--- src/common/cfg_store_pkg.sv ---
// Purpose: Shared constants for the configuration store with password lock
// Assumes: 16-bit words, 128-word nonvolatile array, 8N1 UART framing
// Notes:   Offsets are word addresses of the working RAM / register space
package cfg_store_pkg;
   localparam int          WORDS         = 128;
   localparam int          ADDR_W        = 7;
   localparam int          DATA_W        = 16;
   localparam logic [6:0]  ADDR_PASSWORD = 7'h01;
   localparam logic [6:0]  ADDR_UNLOCK   = 7'h7D;
   localparam logic [15:0] PASSWORD_RST  = 16'h0000;
   // UART bit time
   localparam int          CLK_HZ        = 250_000_000;
   localparam int          BAUD          = 115_200;
   localparam int          BIT_CYCLES    = CLK_HZ / BAUD;
   // Host command and reply bytes
   localparam logic [7:0]  CMD_READ      = 8'h52;
   localparam logic [7:0]  CMD_WRITE     = 8'h57;
   localparam logic [7:0]  CMD_COMMIT    = 8'h43;
   localparam logic [7:0]  RSP_ACK       = 8'h06;
   localparam logic [7:0]  RSP_NAK       = 8'h15;
endpackage

--- src/common/mem_port_if.sv ---
// Purpose: Port bundle between the controller and a word memory
// Assumes: One access per cycle, read data registered
// Notes:   Used for both working RAM and nonvolatile array
`timescale 1ns/1ps
interface mem_port_if #(parameter int AW = 7, parameter int DW = 16);
   logic          we;
   logic [AW-1:0] addr;
   logic [DW-1:0] wdata;
   logic [DW-1:0] rdata;
   modport ctrl (output we, output addr, output wdata, input rdata);
   modport mem  (input we, input addr, input wdata, output rdata);
endinterface

--- src/config_store_password_lock.sv ---
// Purpose: Config store: array load, RAM staging, commit, UART access, lock
// Assumes: Host frames: R a | W a hi lo | C ; replies data/ACK/NAK bytes
// Notes:   Array modelled as a word memory; commit copies all RAM words
`timescale 1ns/1ps
module config_store_password_lock #(
   parameter int BIT_CYCLES = cfg_store_pkg::BIT_CYCLES
) (
   input  wire logic ref_clk,
   input  wire logic rst_n,
   input  wire logic rx,
   output logic      tx,
   output logic      locked,
   output logic      load_done
);
   ////////////////////////////////////////////////////////////////////////////
   typedef enum logic [3:0] {
      S_LOAD     = 4'h0,
      S_LOADWAIT = 4'h1,
      S_CMD      = 4'h2,
      S_ADDR     = 4'h3,
      S_HI       = 4'h4,
      S_LO       = 4'h5,
      S_EXEC     = 4'h6,
      S_RDWAIT   = 4'h7,
      S_SEND     = 4'h8,
      S_COMMIT   = 4'h9,
      S_CMWAIT   = 4'hA
   } state_t;

   state_t        state;
   logic [7:0]    cmd;
   logic [6:0]    addr;
   logic [15:0]   wdata;
   logic [15:0]   password;
   logic [7:0]    idx;
   logic [23:0]   tx_queue;
   logic [1:0]    tx_count;

   mem_port_if #(.AW(cfg_store_pkg::ADDR_W), .DW(cfg_store_pkg::DATA_W)) ram_p ();
   mem_port_if #(.AW(cfg_store_pkg::ADDR_W), .DW(cfg_store_pkg::DATA_W)) nvm_p ();

   // Working RAM and nonvolatile array, 128 x 16 each
   word_mem #(.AW(cfg_store_pkg::ADDR_W), .DW(cfg_store_pkg::DATA_W)) u_ram (
      .ref_clk (ref_clk),
      .port    (ram_p)
   );
   word_mem #(.AW(cfg_store_pkg::ADDR_W), .DW(cfg_store_pkg::DATA_W)) u_nvm (
      .ref_clk (ref_clk),
      .port    (nvm_p)
   );

   ////////////////////////////////////////////////////////////////////////////
   // UART receiver, rx synchronised by two flops
   logic        rx_s1;
   logic        rx_s2;
   logic        rx_busy;
   logic [15:0] rx_cnt;
   logic [3:0]  rx_bit;
   logic [7:0]  rx_shift;
   logic        rx_valid;
   logic [7:0]  rx_byte;

   always_ff @(posedge ref_clk) begin
      if (!rst_n) begin
         rx_s1 <= 1'b1;
         rx_s2 <= 1'b1;
      end else begin
         rx_s1 <= rx;
         rx_s2 <= rx_s1;
      end
   end

   // Start detect, mid-bit sampling, stop check
   always_ff @(posedge ref_clk) begin
      if (!rst_n) begin
         rx_busy  <= 1'b0;
         rx_cnt   <= 16'h0000;
         rx_bit   <= 4'h0;
         rx_shift <= 8'h00;
         rx_valid <= 1'b0;
         rx_byte  <= 8'h00;
      end else begin
         rx_valid <= 1'b0;
         if (!rx_busy) begin
            if (!rx_s2) begin
               rx_busy <= 1'b1;
               rx_cnt  <= 16'(BIT_CYCLES / 2);
               rx_bit  <= 4'h0;
            end
         end else if (rx_cnt != 16'h0000) begin
            rx_cnt <= rx_cnt - 16'h0001;
         end else begin
            rx_cnt <= 16'(BIT_CYCLES - 1);
            rx_bit <= rx_bit + 4'h1;
            if (rx_bit == 4'h0 && rx_s2) begin
               rx_busy <= 1'b0; // False start
            end else if (rx_bit >= 4'h1 && rx_bit <= 4'h8) begin
               rx_shift <= {rx_s2, rx_shift[7:1]};
            end else if (rx_bit == 4'h9) begin
               rx_busy  <= 1'b0;
               rx_valid <= rx_s2;
               rx_byte  <= rx_shift;
            end
         end
      end
   end

   ////////////////////////////////////////////////////////////////////////////
   // UART transmitter
   logic        tx_start;
   logic [7:0]  tx_data;
   logic        tx_busy;
   logic [15:0] tx_cnt;
   logic [9:0]  tx_frame;
   logic [3:0]  tx_bit;
   logic        tx_start_hold;

   always_ff @(posedge ref_clk) begin
      if (!rst_n) begin
         tx_busy  <= 1'b0;
         tx_cnt   <= 16'h0000;
         tx_frame <= 10'h3FF;
         tx_bit   <= 4'h0;
         tx       <= 1'b1;
      end else if (!tx_busy) begin
         tx <= 1'b1;
         if (tx_start) begin
            tx_busy  <= 1'b1;
            tx_frame <= {1'b1, tx_data, 1'b0};
            tx_cnt   <= 16'h0000;
            tx_bit   <= 4'h0;
         end
      end else if (tx_cnt != 16'h0000) begin
         tx_cnt <= tx_cnt - 16'h0001;
      end else if (tx_bit == 4'hA) begin
         tx_busy <= 1'b0;
      end else begin
         tx       <= tx_frame[0];
         tx_frame <= {1'b1, tx_frame[9:1]};
         tx_bit   <= tx_bit + 4'h1;
         tx_cnt   <= 16'(BIT_CYCLES - 1);
      end
   end

   // Start only while reply bytes remain, else zeros would be sent forever
   assign tx_start = (state == S_SEND) && !tx_busy && !tx_start_hold
                     && (tx_count != 2'h0);
   assign tx_data  = tx_queue[23:16];

   // Blocks a second start in the cycle the transmitter turns busy
   always_ff @(posedge ref_clk) begin
      if (!rst_n) begin
         tx_start_hold <= 1'b0;
      end else begin
         tx_start_hold <= tx_start;
      end
   end

   ////////////////////////////////////////////////////////////////////////////
   // Memory port steering
   always_comb begin
      ram_p.we    = 1'b0;
      ram_p.addr  = addr;
      ram_p.wdata = wdata;
      nvm_p.we    = 1'b0;
      nvm_p.addr  = idx[6:0];
      nvm_p.wdata = ram_p.rdata;
      case (state)
         S_LOAD, S_LOADWAIT: begin
            ram_p.addr  = idx[6:0]; // Same word as the array read
            ram_p.wdata = nvm_p.rdata;
            ram_p.we    = (state == S_LOADWAIT);
         end
         S_COMMIT: begin
            ram_p.addr = idx[6:0];
         end
         S_CMWAIT: begin
            ram_p.addr  = idx[6:0];
            nvm_p.we    = 1'b1;
         end
         S_EXEC: begin
            ram_p.we = (cmd == cfg_store_pkg::CMD_WRITE) && !locked
                       && (addr != cfg_store_pkg::ADDR_UNLOCK);
         end
         default: begin
         end
      endcase
   end

   ////////////////////////////////////////////////////////////////////////////
   // Command sequencer: load, parse, execute, reply
   always_ff @(posedge ref_clk) begin
      if (!rst_n) begin
         state    <= S_LOAD;
         idx      <= 8'h00;
         cmd      <= 8'h00;
         addr     <= 7'h00;
         wdata    <= 16'h0000;
         tx_queue <= 24'h000000;
         tx_count <= 2'h0;
      end else begin
         case (state)
            S_LOAD: begin
               state <= S_LOADWAIT;
            end
            S_LOADWAIT: begin
               idx   <= idx + 8'h01;
               state <= (idx == 8'(cfg_store_pkg::WORDS - 1)) ? S_CMD : S_LOAD;
            end
            S_CMD: begin
               if (rx_valid) begin
                  cmd <= rx_byte;
                  if (rx_byte == cfg_store_pkg::CMD_COMMIT) begin
                     state <= S_EXEC;
                  end else if (rx_byte == cfg_store_pkg::CMD_READ
                               || rx_byte == cfg_store_pkg::CMD_WRITE) begin
                     state <= S_ADDR;
                  end
               end
            end
            S_ADDR: begin
               if (rx_valid) begin
                  addr  <= rx_byte[6:0];
                  state <= (cmd == cfg_store_pkg::CMD_WRITE) ? S_HI : S_EXEC;
               end
            end
            S_HI: begin
               if (rx_valid) begin
                  wdata[15:8] <= rx_byte;
                  state       <= S_LO;
               end
            end
            S_LO: begin
               if (rx_valid) begin
                  wdata[7:0] <= rx_byte;
                  state      <= S_EXEC;
               end
            end
            S_EXEC: begin
               if (locked && !(cmd == cfg_store_pkg::CMD_WRITE
                               && addr == cfg_store_pkg::ADDR_UNLOCK)) begin
                  tx_queue <= {cfg_store_pkg::RSP_NAK, 16'h0000};
                  tx_count <= 2'h1;
                  state    <= S_SEND;
               end else if (cmd == cfg_store_pkg::CMD_READ) begin
                  state <= S_RDWAIT;
               end else if (cmd == cfg_store_pkg::CMD_COMMIT) begin
                  idx   <= 8'h00;
                  state <= S_COMMIT;
               end else begin
                  tx_queue <= {cfg_store_pkg::RSP_ACK, 16'h0000};
                  tx_count <= 2'h1;
                  state    <= S_SEND;
               end
            end
            S_RDWAIT: begin
               tx_queue <= {cfg_store_pkg::RSP_ACK, ram_p.rdata};
               tx_count <= 2'h3;
               state    <= S_SEND;
            end
            S_COMMIT: begin
               state <= S_CMWAIT;
            end
            S_CMWAIT: begin
               idx <= idx + 8'h01;
               if (idx == 8'(cfg_store_pkg::WORDS - 1)) begin
                  tx_queue <= {cfg_store_pkg::RSP_ACK, 16'h0000};
                  tx_count <= 2'h1;
                  state    <= S_SEND;
               end else begin
                  state <= S_COMMIT;
               end
            end
            S_SEND: begin
               if (tx_start) begin
                  tx_queue <= {tx_queue[15:0], 8'h00};
                  tx_count <= tx_count - 2'h1;
               end else if (tx_count == 2'h0 && !tx_busy && !tx_start_hold) begin
                  state <= S_CMD;
               end
            end
            default: begin
               state <= S_CMD;
            end
         endcase
      end
   end

   ////////////////////////////////////////////////////////////////////////////
   // Password shadow and lock state
   always_ff @(posedge ref_clk) begin
      if (!rst_n) begin
         password  <= cfg_store_pkg::PASSWORD_RST;
         locked    <= 1'b0;
         load_done <= 1'b0;
      end else begin
         if (state == S_LOADWAIT && idx == 8'(cfg_store_pkg::ADDR_PASSWORD)) begin
            password <= nvm_p.rdata; // Loaded password takes effect
            locked   <= (nvm_p.rdata != 16'h0000);
         end
         if (state == S_LOADWAIT && idx == 8'(cfg_store_pkg::WORDS - 1)) begin
            load_done <= 1'b1;
         end
         if (state == S_EXEC && cmd == cfg_store_pkg::CMD_WRITE) begin
            if (!locked && addr == cfg_store_pkg::ADDR_PASSWORD) begin
               password <= wdata;
               locked   <= (wdata != 16'h0000);
            end else if (locked && addr == cfg_store_pkg::ADDR_UNLOCK
                         && wdata == password) begin
               locked <= 1'b0;
            end
         end
      end
   end
endmodule

--- src/word_mem.sv ---
// Purpose: Word memory with registered read data
// Assumes: Single port, write and read in the same cycle return old data
// Notes:   Contents are not reset; they start blank, all zero
`timescale 1ns/1ps
module word_mem #(
   parameter int AW = 7,
   parameter int DW = 16
) (
   input  wire logic ref_clk,
   mem_port_if.mem   port
);
   // Blank array reads as zero, so a fresh part powers up unlocked
   logic [DW-1:0] store [2**AW] = '{default: '0};

   // Write and registered read
   always_ff @(posedge ref_clk) begin
      if (port.we) begin
         store[port.addr] <= port.wdata;
      end
      port.rdata <= store[port.addr];
   end
endmodule

--- config.mk ---
export PLATFORM = sky130hd
export DESIGN_NAME = config_store_password_lock
export DESIGN_NICKNAME = d
export VERILOG_FILES = /design/src/common/cfg_store_pkg.sv /design/src/common/mem_port_if.sv /design/src/config_store_password_lock.sv /design/src/word_mem.sv
export SDC_FILE = /design/constraint.sdc
export NUM_CORES = 2
export LEC_CHECK = 0
export BUFFER_PORTS_ARGS = -buffer_cell sky130_fd_sc_hd__buf_2
export CORE_UTILIZATION = 30
export CTS_CLUSTER_DIAMETER = 40
export DETAILED_ROUTE_END_ITERATION = 10
export PLACE_DENSITY = 0.43
export SLEW_MARGIN = 25
export SYNTH_ARGS = -nofsm -noshare
export SYNTH_HDL_FRONTEND = slang
export SYNTH_SLANG_ARGS = --single-unit
--- constraint.sdc ---
create_clock -name ref_clk -period 4.7 [get_ports ref_clk]
set_clock_uncertainty 0.2 [all_clocks]
set_input_delay 0.705 -clock ref_clk [delete_from_list [all_inputs] [get_ports ref_clk]]
set_output_delay 0.705 -clock ref_clk [all_outputs]
set_load 0.005 [all_outputs]
Yosys cells after proc, flatten, opt, wreduce, memory -nomap -nowiden. Memories as Yosys holds them, arrays and structs flattened. A register that Yosys moved wholly into a read port is not among the register bits. Cells that the tools add are included.

Bits of input ports: 3. RAM bits: 4096. Register bits after elaboration: 160. Memories: 2. Output and inout bits: 3.

Multiplexer cells: 74. Bitwise operators: 8. Order comparisons: 2. Reduce and logical (&&, ||, !) cells: 51. Add/sub/neg operators: 6. Eq/ne operators: 43.

Memories: u_nvm.store (depth 128, bits a word 16, read ports 1, clocked after Yosys merged registers in 1, wr ports 1, line word_mem.sv:13) `logic [DW-1:0] store [2**AW] = '{default: '0};`; u_ram.store (depth 128, bits a word 16, read ports 1, clocked after Yosys merged registers in 1, wr ports 1, line word_mem.sv:13).

Operator list (count): 16-bit 2-to-1 mux (11); 24-bit 2-to-1 mux (5); 24-bit one-hot mux with 4 select lines (1); 4-bit 2-to-1 mux (17); 16-bit nonzero test (4); 8-bit by 7-bit equality test with 1-bit output (second input constant) (7); 4-bit one-hot mux with 11 select lines (1); 10-bit 2-to-1 mux (4); 16-bit by 1-bit subtractor with 16-bit output (second input constant) (2); 2-bit inequality test (second input constant) (13); 8-bit 2-to-1 mux (3); 1-bit 2-to-1 mux (21); 4-bit equality test (second input constant) (5); 1-bit logical AND (17); 16-bit equality test (1); 4-bit by 3-bit equality test with 1-bit output (second input constant) (4); 8-bit one-hot mux with 2 select lines (1); 2-bit AND reduction (8); 2-bit 2-to-1 mux (7); 3-bit inequality test (second input constant) (4); 5-bit AND reduction (2); 4-bit by 1-bit adder with 4-bit output (second input constant) (2); 8-bit by 1-bit adder with 8-bit output (second input constant) (1); 4-bit by 2-bit equality test with 1-bit output (second input constant) (2); 25 further kinds (41).

Logic depth before layout (Yosys ltp).
Depth in word-level cells: 6. Gate-level depth with buffers: 14. Depth with buffers taken out: 10.

Modules after synthesis. A second synthesis with hierarchy kept.

Cell total of the unflattened synthesis: 10181. Area total of the unflattened synthesis: 165807.8 sq um.

By module, submodules not included: word_mem (instances 2, cells an instance 4623, area an instance 78861.9 sq um); config_store_password_lock (instances 1, cells an instance 935, area an instance 8084.0 sq um).

Worst setup path before layout. OpenSTA, ideal clock, no wires.

Kind: flip-flop to flip-flop. Start point: register state[0]. End point: memory u_ram.store[3][0], enable pin. Arrival time: 3.000 ns. Period minus slack after synthesis: 3.589 ns. Path slack: 1.111 ns. Library setup time: 0.389 ns. Stages on the path, launching flop included: 11. Path through: dfxtp_1 buf_2 nand2b_1 a21oi_4 mux2i_1 buf_2 buf_2 buf_1 nand2_1 clkbuf_1 nor2_1.

Longest elaborated chain between the ends: 5. Elaborated cells between the ends (all ways): 11. Those cells by class: eq/ne (4); mux (4); reduce/logical (3).

Ends and longest elaborated chain: start, declared (line config_store_password_lock.sv:30) `state_t state;`; start signal, assigned (line config_store_password_lock.sv:208) `state <= (idx == 8'(cfg_store_pkg::WORDS - 1)) ? S_CMD : S_LOAD;`; start signal, assigned (line config_store_password_lock.sv:224) `state <= (cmd == cfg_store_pkg::CMD_WRITE) ? S_HI : S_EXEC;`; 4-bit by 1-bit equality test with 1-bit output or 4-bit zero test (tied branches) (line config_store_password_lock.sv:168, config_store_password_lock.sv:172); 2-bit OR reduction (line config_store_password_lock.sv:168) `case (state)`; 1-bit one-hot mux with 2 select lines (line config_store_password_lock.sv:168); 1-bit 2-to-1 mux (line word_mem.sv:17) `if (port.we) begin`; 1-bit 2-to-1 mux (implied by the code) (line word_mem.sv:18) `store[port.addr] <= port.wdata;`; end, declared (line word_mem.sv:13).

Parallel ways exist; a longest one is shown, timed or not.

Worst setup path in the final report.
Start point: register state[2]. End point: register u_ram.port.rdata[15] (read register of u_ram.store).

Longest elaborated chain between the ends: 3. Elaborated cells between the ends (all ways): 6. Those cells by class: eq/ne (3); mux (1); reduce/logical (2).

Ends and longest elaborated chain: 4-bit by 1-bit equality test with 1-bit output (tied with other cells) (line config_store_password_lock.sv:168); 4-bit OR reduction (no line) *; 7-bit 2-to-1 mux * (line config_store_password_lock.sv:168); end, declared (line mem_port_if.sv:11) `modport mem (input we, input addr, input wdata, output rdata);`.

Every way passes the cells marked *; elsewhere a longest branch is shown, timed or not. A chain may end at the register's enable or synchronous reset.

==> results.md <==
* Outcome: finished clean
* Fin. max-slew vios at 0
* Slowest cell on the critical path: o41ai_1
* Post-synth EDFFs at 4096
* Most frequent cell on the critical path: buf_4
* Top cell type's share of synthesized area at 0.775
* # IOs at 6
* Syn Std Cell Area at roughly 160000 sq um
* Fraction of registers with async set/reset at 0
* Final WL at 555 mm
* Top cells by count, synth: edfxtp_1, a22oi_1, nor2_1, a221oi_1, a22o_1
* Crit path largest cell delay at 1000 ps
* Clk Tree Root Cell: clkbuf_16
* Worst-path clk slew at approximately 60 ps
* Crit share post-route at 0.975
* Gr usage total at 0.202
* Synth Warn # at 0
* Cell count after synthesis at 9031
* Core area at ~530000 sq um
* Syn Nets at 9046
* Layout cells sized above 1 at 0.204
* Worst hold path class: input pin to flip-flop
* Max FO, Critical Path at 30
* Average cell area after synthesis at approximately 18 sq um
* Die width at about 730 microns
* Number of buffers added for setup after CTS at 0
* Final core occ at 0.368
* Register area share after synthesis at 0.799
* Routed vias/inst at 5.43
* First-pass GRT wire length at ~760 mm
* First-pass DRT Iterations at 6
* Initial antenna violation count at 35
* Worst Path Buf+Inv at 4
* Port Buffers at 5
* Pwr Total at 120 mW
* Die Span Y at between 700 and 800 microns
* Global placement routability congestion at just over 0.8
* VDD IR-drop max at approximately 550 uV
* Slew HR at 0.176
* Delay-heaviest family, CP: compound AO/OA/AOI/OAI gates
* Post-synthesis sequential element count at about 4300
* Tmin final at 4580 ps
* WS Path Type: flip-flop to flip-flop
* WL/cell at approximately 32 microns
* Clock Path Buffers at 4
* Area growth syn-to-layout at 22.0%
* CTS H-tree lvls at 6
* Netlist cell types at around 80
* CTS Sinks at between 4000 and 5000
* Worst slew pin tran at between 1000 and 1500 ps
* Pin count of the biggest net entering global routing at 129
* Leakage power at just over 60 nW
* Final ANT Viol Nets at 0
* Power per cell area at around 620 nW/um^2
* Top cells by area, synth: edfxtp_1, a22oi_1, a221oi_1
* Vias in the first global route at 92232
* Max Cap Viol at 0
* CP cell instances: buf_4, nor2_2, a21oi_4, buf_4, mux2_8, buf_12, buf_4, a22o_1, a221oi_1, a31oi_1, o41ai_1, nand4_1
* Fin Setup TNS at 0 ps
* Total number of vias at about 94000
* Final Cell Area at about 190000 sq um
* Core Rows at approximately 270
* Final Hold Vio Count at 0
* Critical Path End Type: flip-flop
* Dpl hpwl at about 330 mm
* Worst Setup Start Kind: flip-flop
* CTS Buf Count at between 600 and 700
* Placed Instance Area at 173000 sq um
* Starting Density at 0.302
* DIE AREA at 532000 sq um
* Most frequent cell after synthesis: edfxtp_1
* NumNets Final at around 10000
* Post-synth top flop: edfxtp_1
* CP required at 5400 ps
* Clk_lat worst skew at 1100 ps
* Fmax at 0.218 GHz
* GRT overflow at 0
* Critical path arrival at roughly 5300 ps
* Post-synth top area cell: edfxtp_1
* CTS tree: yes
* DR iter-0 viols at 10388
* Drc violations at 0
* RSZ-0062 raised after global routing: false
* Final Setup Violations at 0
## placed cells by master, fill, tap and decap left out, drive strengths merged, types with 13 or more instances in the layout
cell,netlist,routed
a211oi,41,41
a21oi,175,175
a221o,22,22
a221oi,471,471
a222oi,13,13
a22o,376,376
a22oi,903,903
a31oi,345,345
buf,265,753
bufinv,0,66
clkbuf,345,687
clkinv,3,239
clkinvlp,0,59
dfxtp,191,191
diode,0,17
edfxtp,4096,4096
inv,15,87
mux2,99,99
mux2i,229,229
mux4,29,29
nand2,203,203
nand2b,16,16
nand3,36,36
nand4,81,81
nor2,551,551
nor2b,16,16
nor3,60,60
nor4,34,34
o211ai,25,25
o21ai,119,119
o22ai,40,40
o41ai,63,63
xnor2,21,21
xor2,13,13
## kinds of logic after synthesis
| group | synth area share |
|---|---|
| DFF | 0.799 |
| AOI/OAI and AO/OA | 0.126 |
| and+or+nand+nor | 0.0297 |
| buffers and inverters | 0.0165 |
| muxes | 0.0257 |
| xor gates and xnor gates | 0.00188 |
| adders and majority gates | 0.000946 |
## where the power goes
part	internal, mW	total [mW]	switching, mW
logic	6.17	24.2	18.0
clock network	28.2	46.2	18.1
registers	48.3	50.0	1.62
## worst reg2reg max path, delay by kind of cell (launching register included)
| family | cells | cell delay (ps) |
|---|---|---|
| buffers and inverters | 4 | 1030 |
| multiplexers | 1 | 560 |
| flip-flops | 1 | 330 |
| AND/OR/NAND/NOR | 2 | 270 |
| AO/OA/AOI/OAI | 5 | 2000 |
## worst paths after layout
kind	start	endpoint	slack, ps	cells after the start
worst min-delay path	rst_n	rx_s1	90	3
worst max register to register	state[2]	u_ram.port.rdata[15]	120	12
worst max-delay path	state[2]	u_ram.port.rdata[15]	120	12
worst min register to register	cmd[5]	cmd[5]	290	2
## registers in the layout, summed over array words and instances (netlist names), 2 cells and up
register and flops:
u_nvm.store 2048, rx_byte 8, tx_count 2, u_ram.port.rdata 16
cmd 8, rx_shift 8, state 4, password 16
u_nvm.port.rdata 16, u_ram.store 2048, tx_queue 24, tx_bit 4
addr 7, tx_frame 9, tx_cnt 16, wdata 16
rx_cnt 16, idx 8, rx_bit 4
## metrics by stage
stage                     setup slack (ps)  hold WS, ps  std cells
after CTS                              126         40.0      17257
after global routing                  18.0         67.0      17274
final                                  119         90.1      17280
after detailed placement               159          280      16136
after floorplan                       1110          186       9031
after global placement                -596          257      16129
## routing by layer
layer,global-route usage,vias up,routed length [microns]
met5,0,-,41
li1,-,39398,-
met4,0.0579,6,16900
met3,0.0317,748,37600
met1,0.286,49947,245000
met2,0.320,3652,255000
## area by class of cell
class                           count  area (sq um)
Antenna cell                       17          42.5
Clock buffer                      687         15700
Clock inverter                    433          5040
Fill cell                       48570        332000
Inverter                           18          70.1
Multi-Input combinational cell   4116         30200
Sequential cell                  4287        127000
Tap cell                         6968          8720
Timing Repair Buffer              754          6890
## repair_timing
| action | 4_1_cts | 5_1_grt |
|---|---|---|
| hold buffers | 1 | 0 |
| hold endpoints to repair | 1 | 0 |
| endpoints found under the setup margin | 0 | 1 |
| resized for setup | 0 | 1 |
Power figures use the tool's default switching activity.
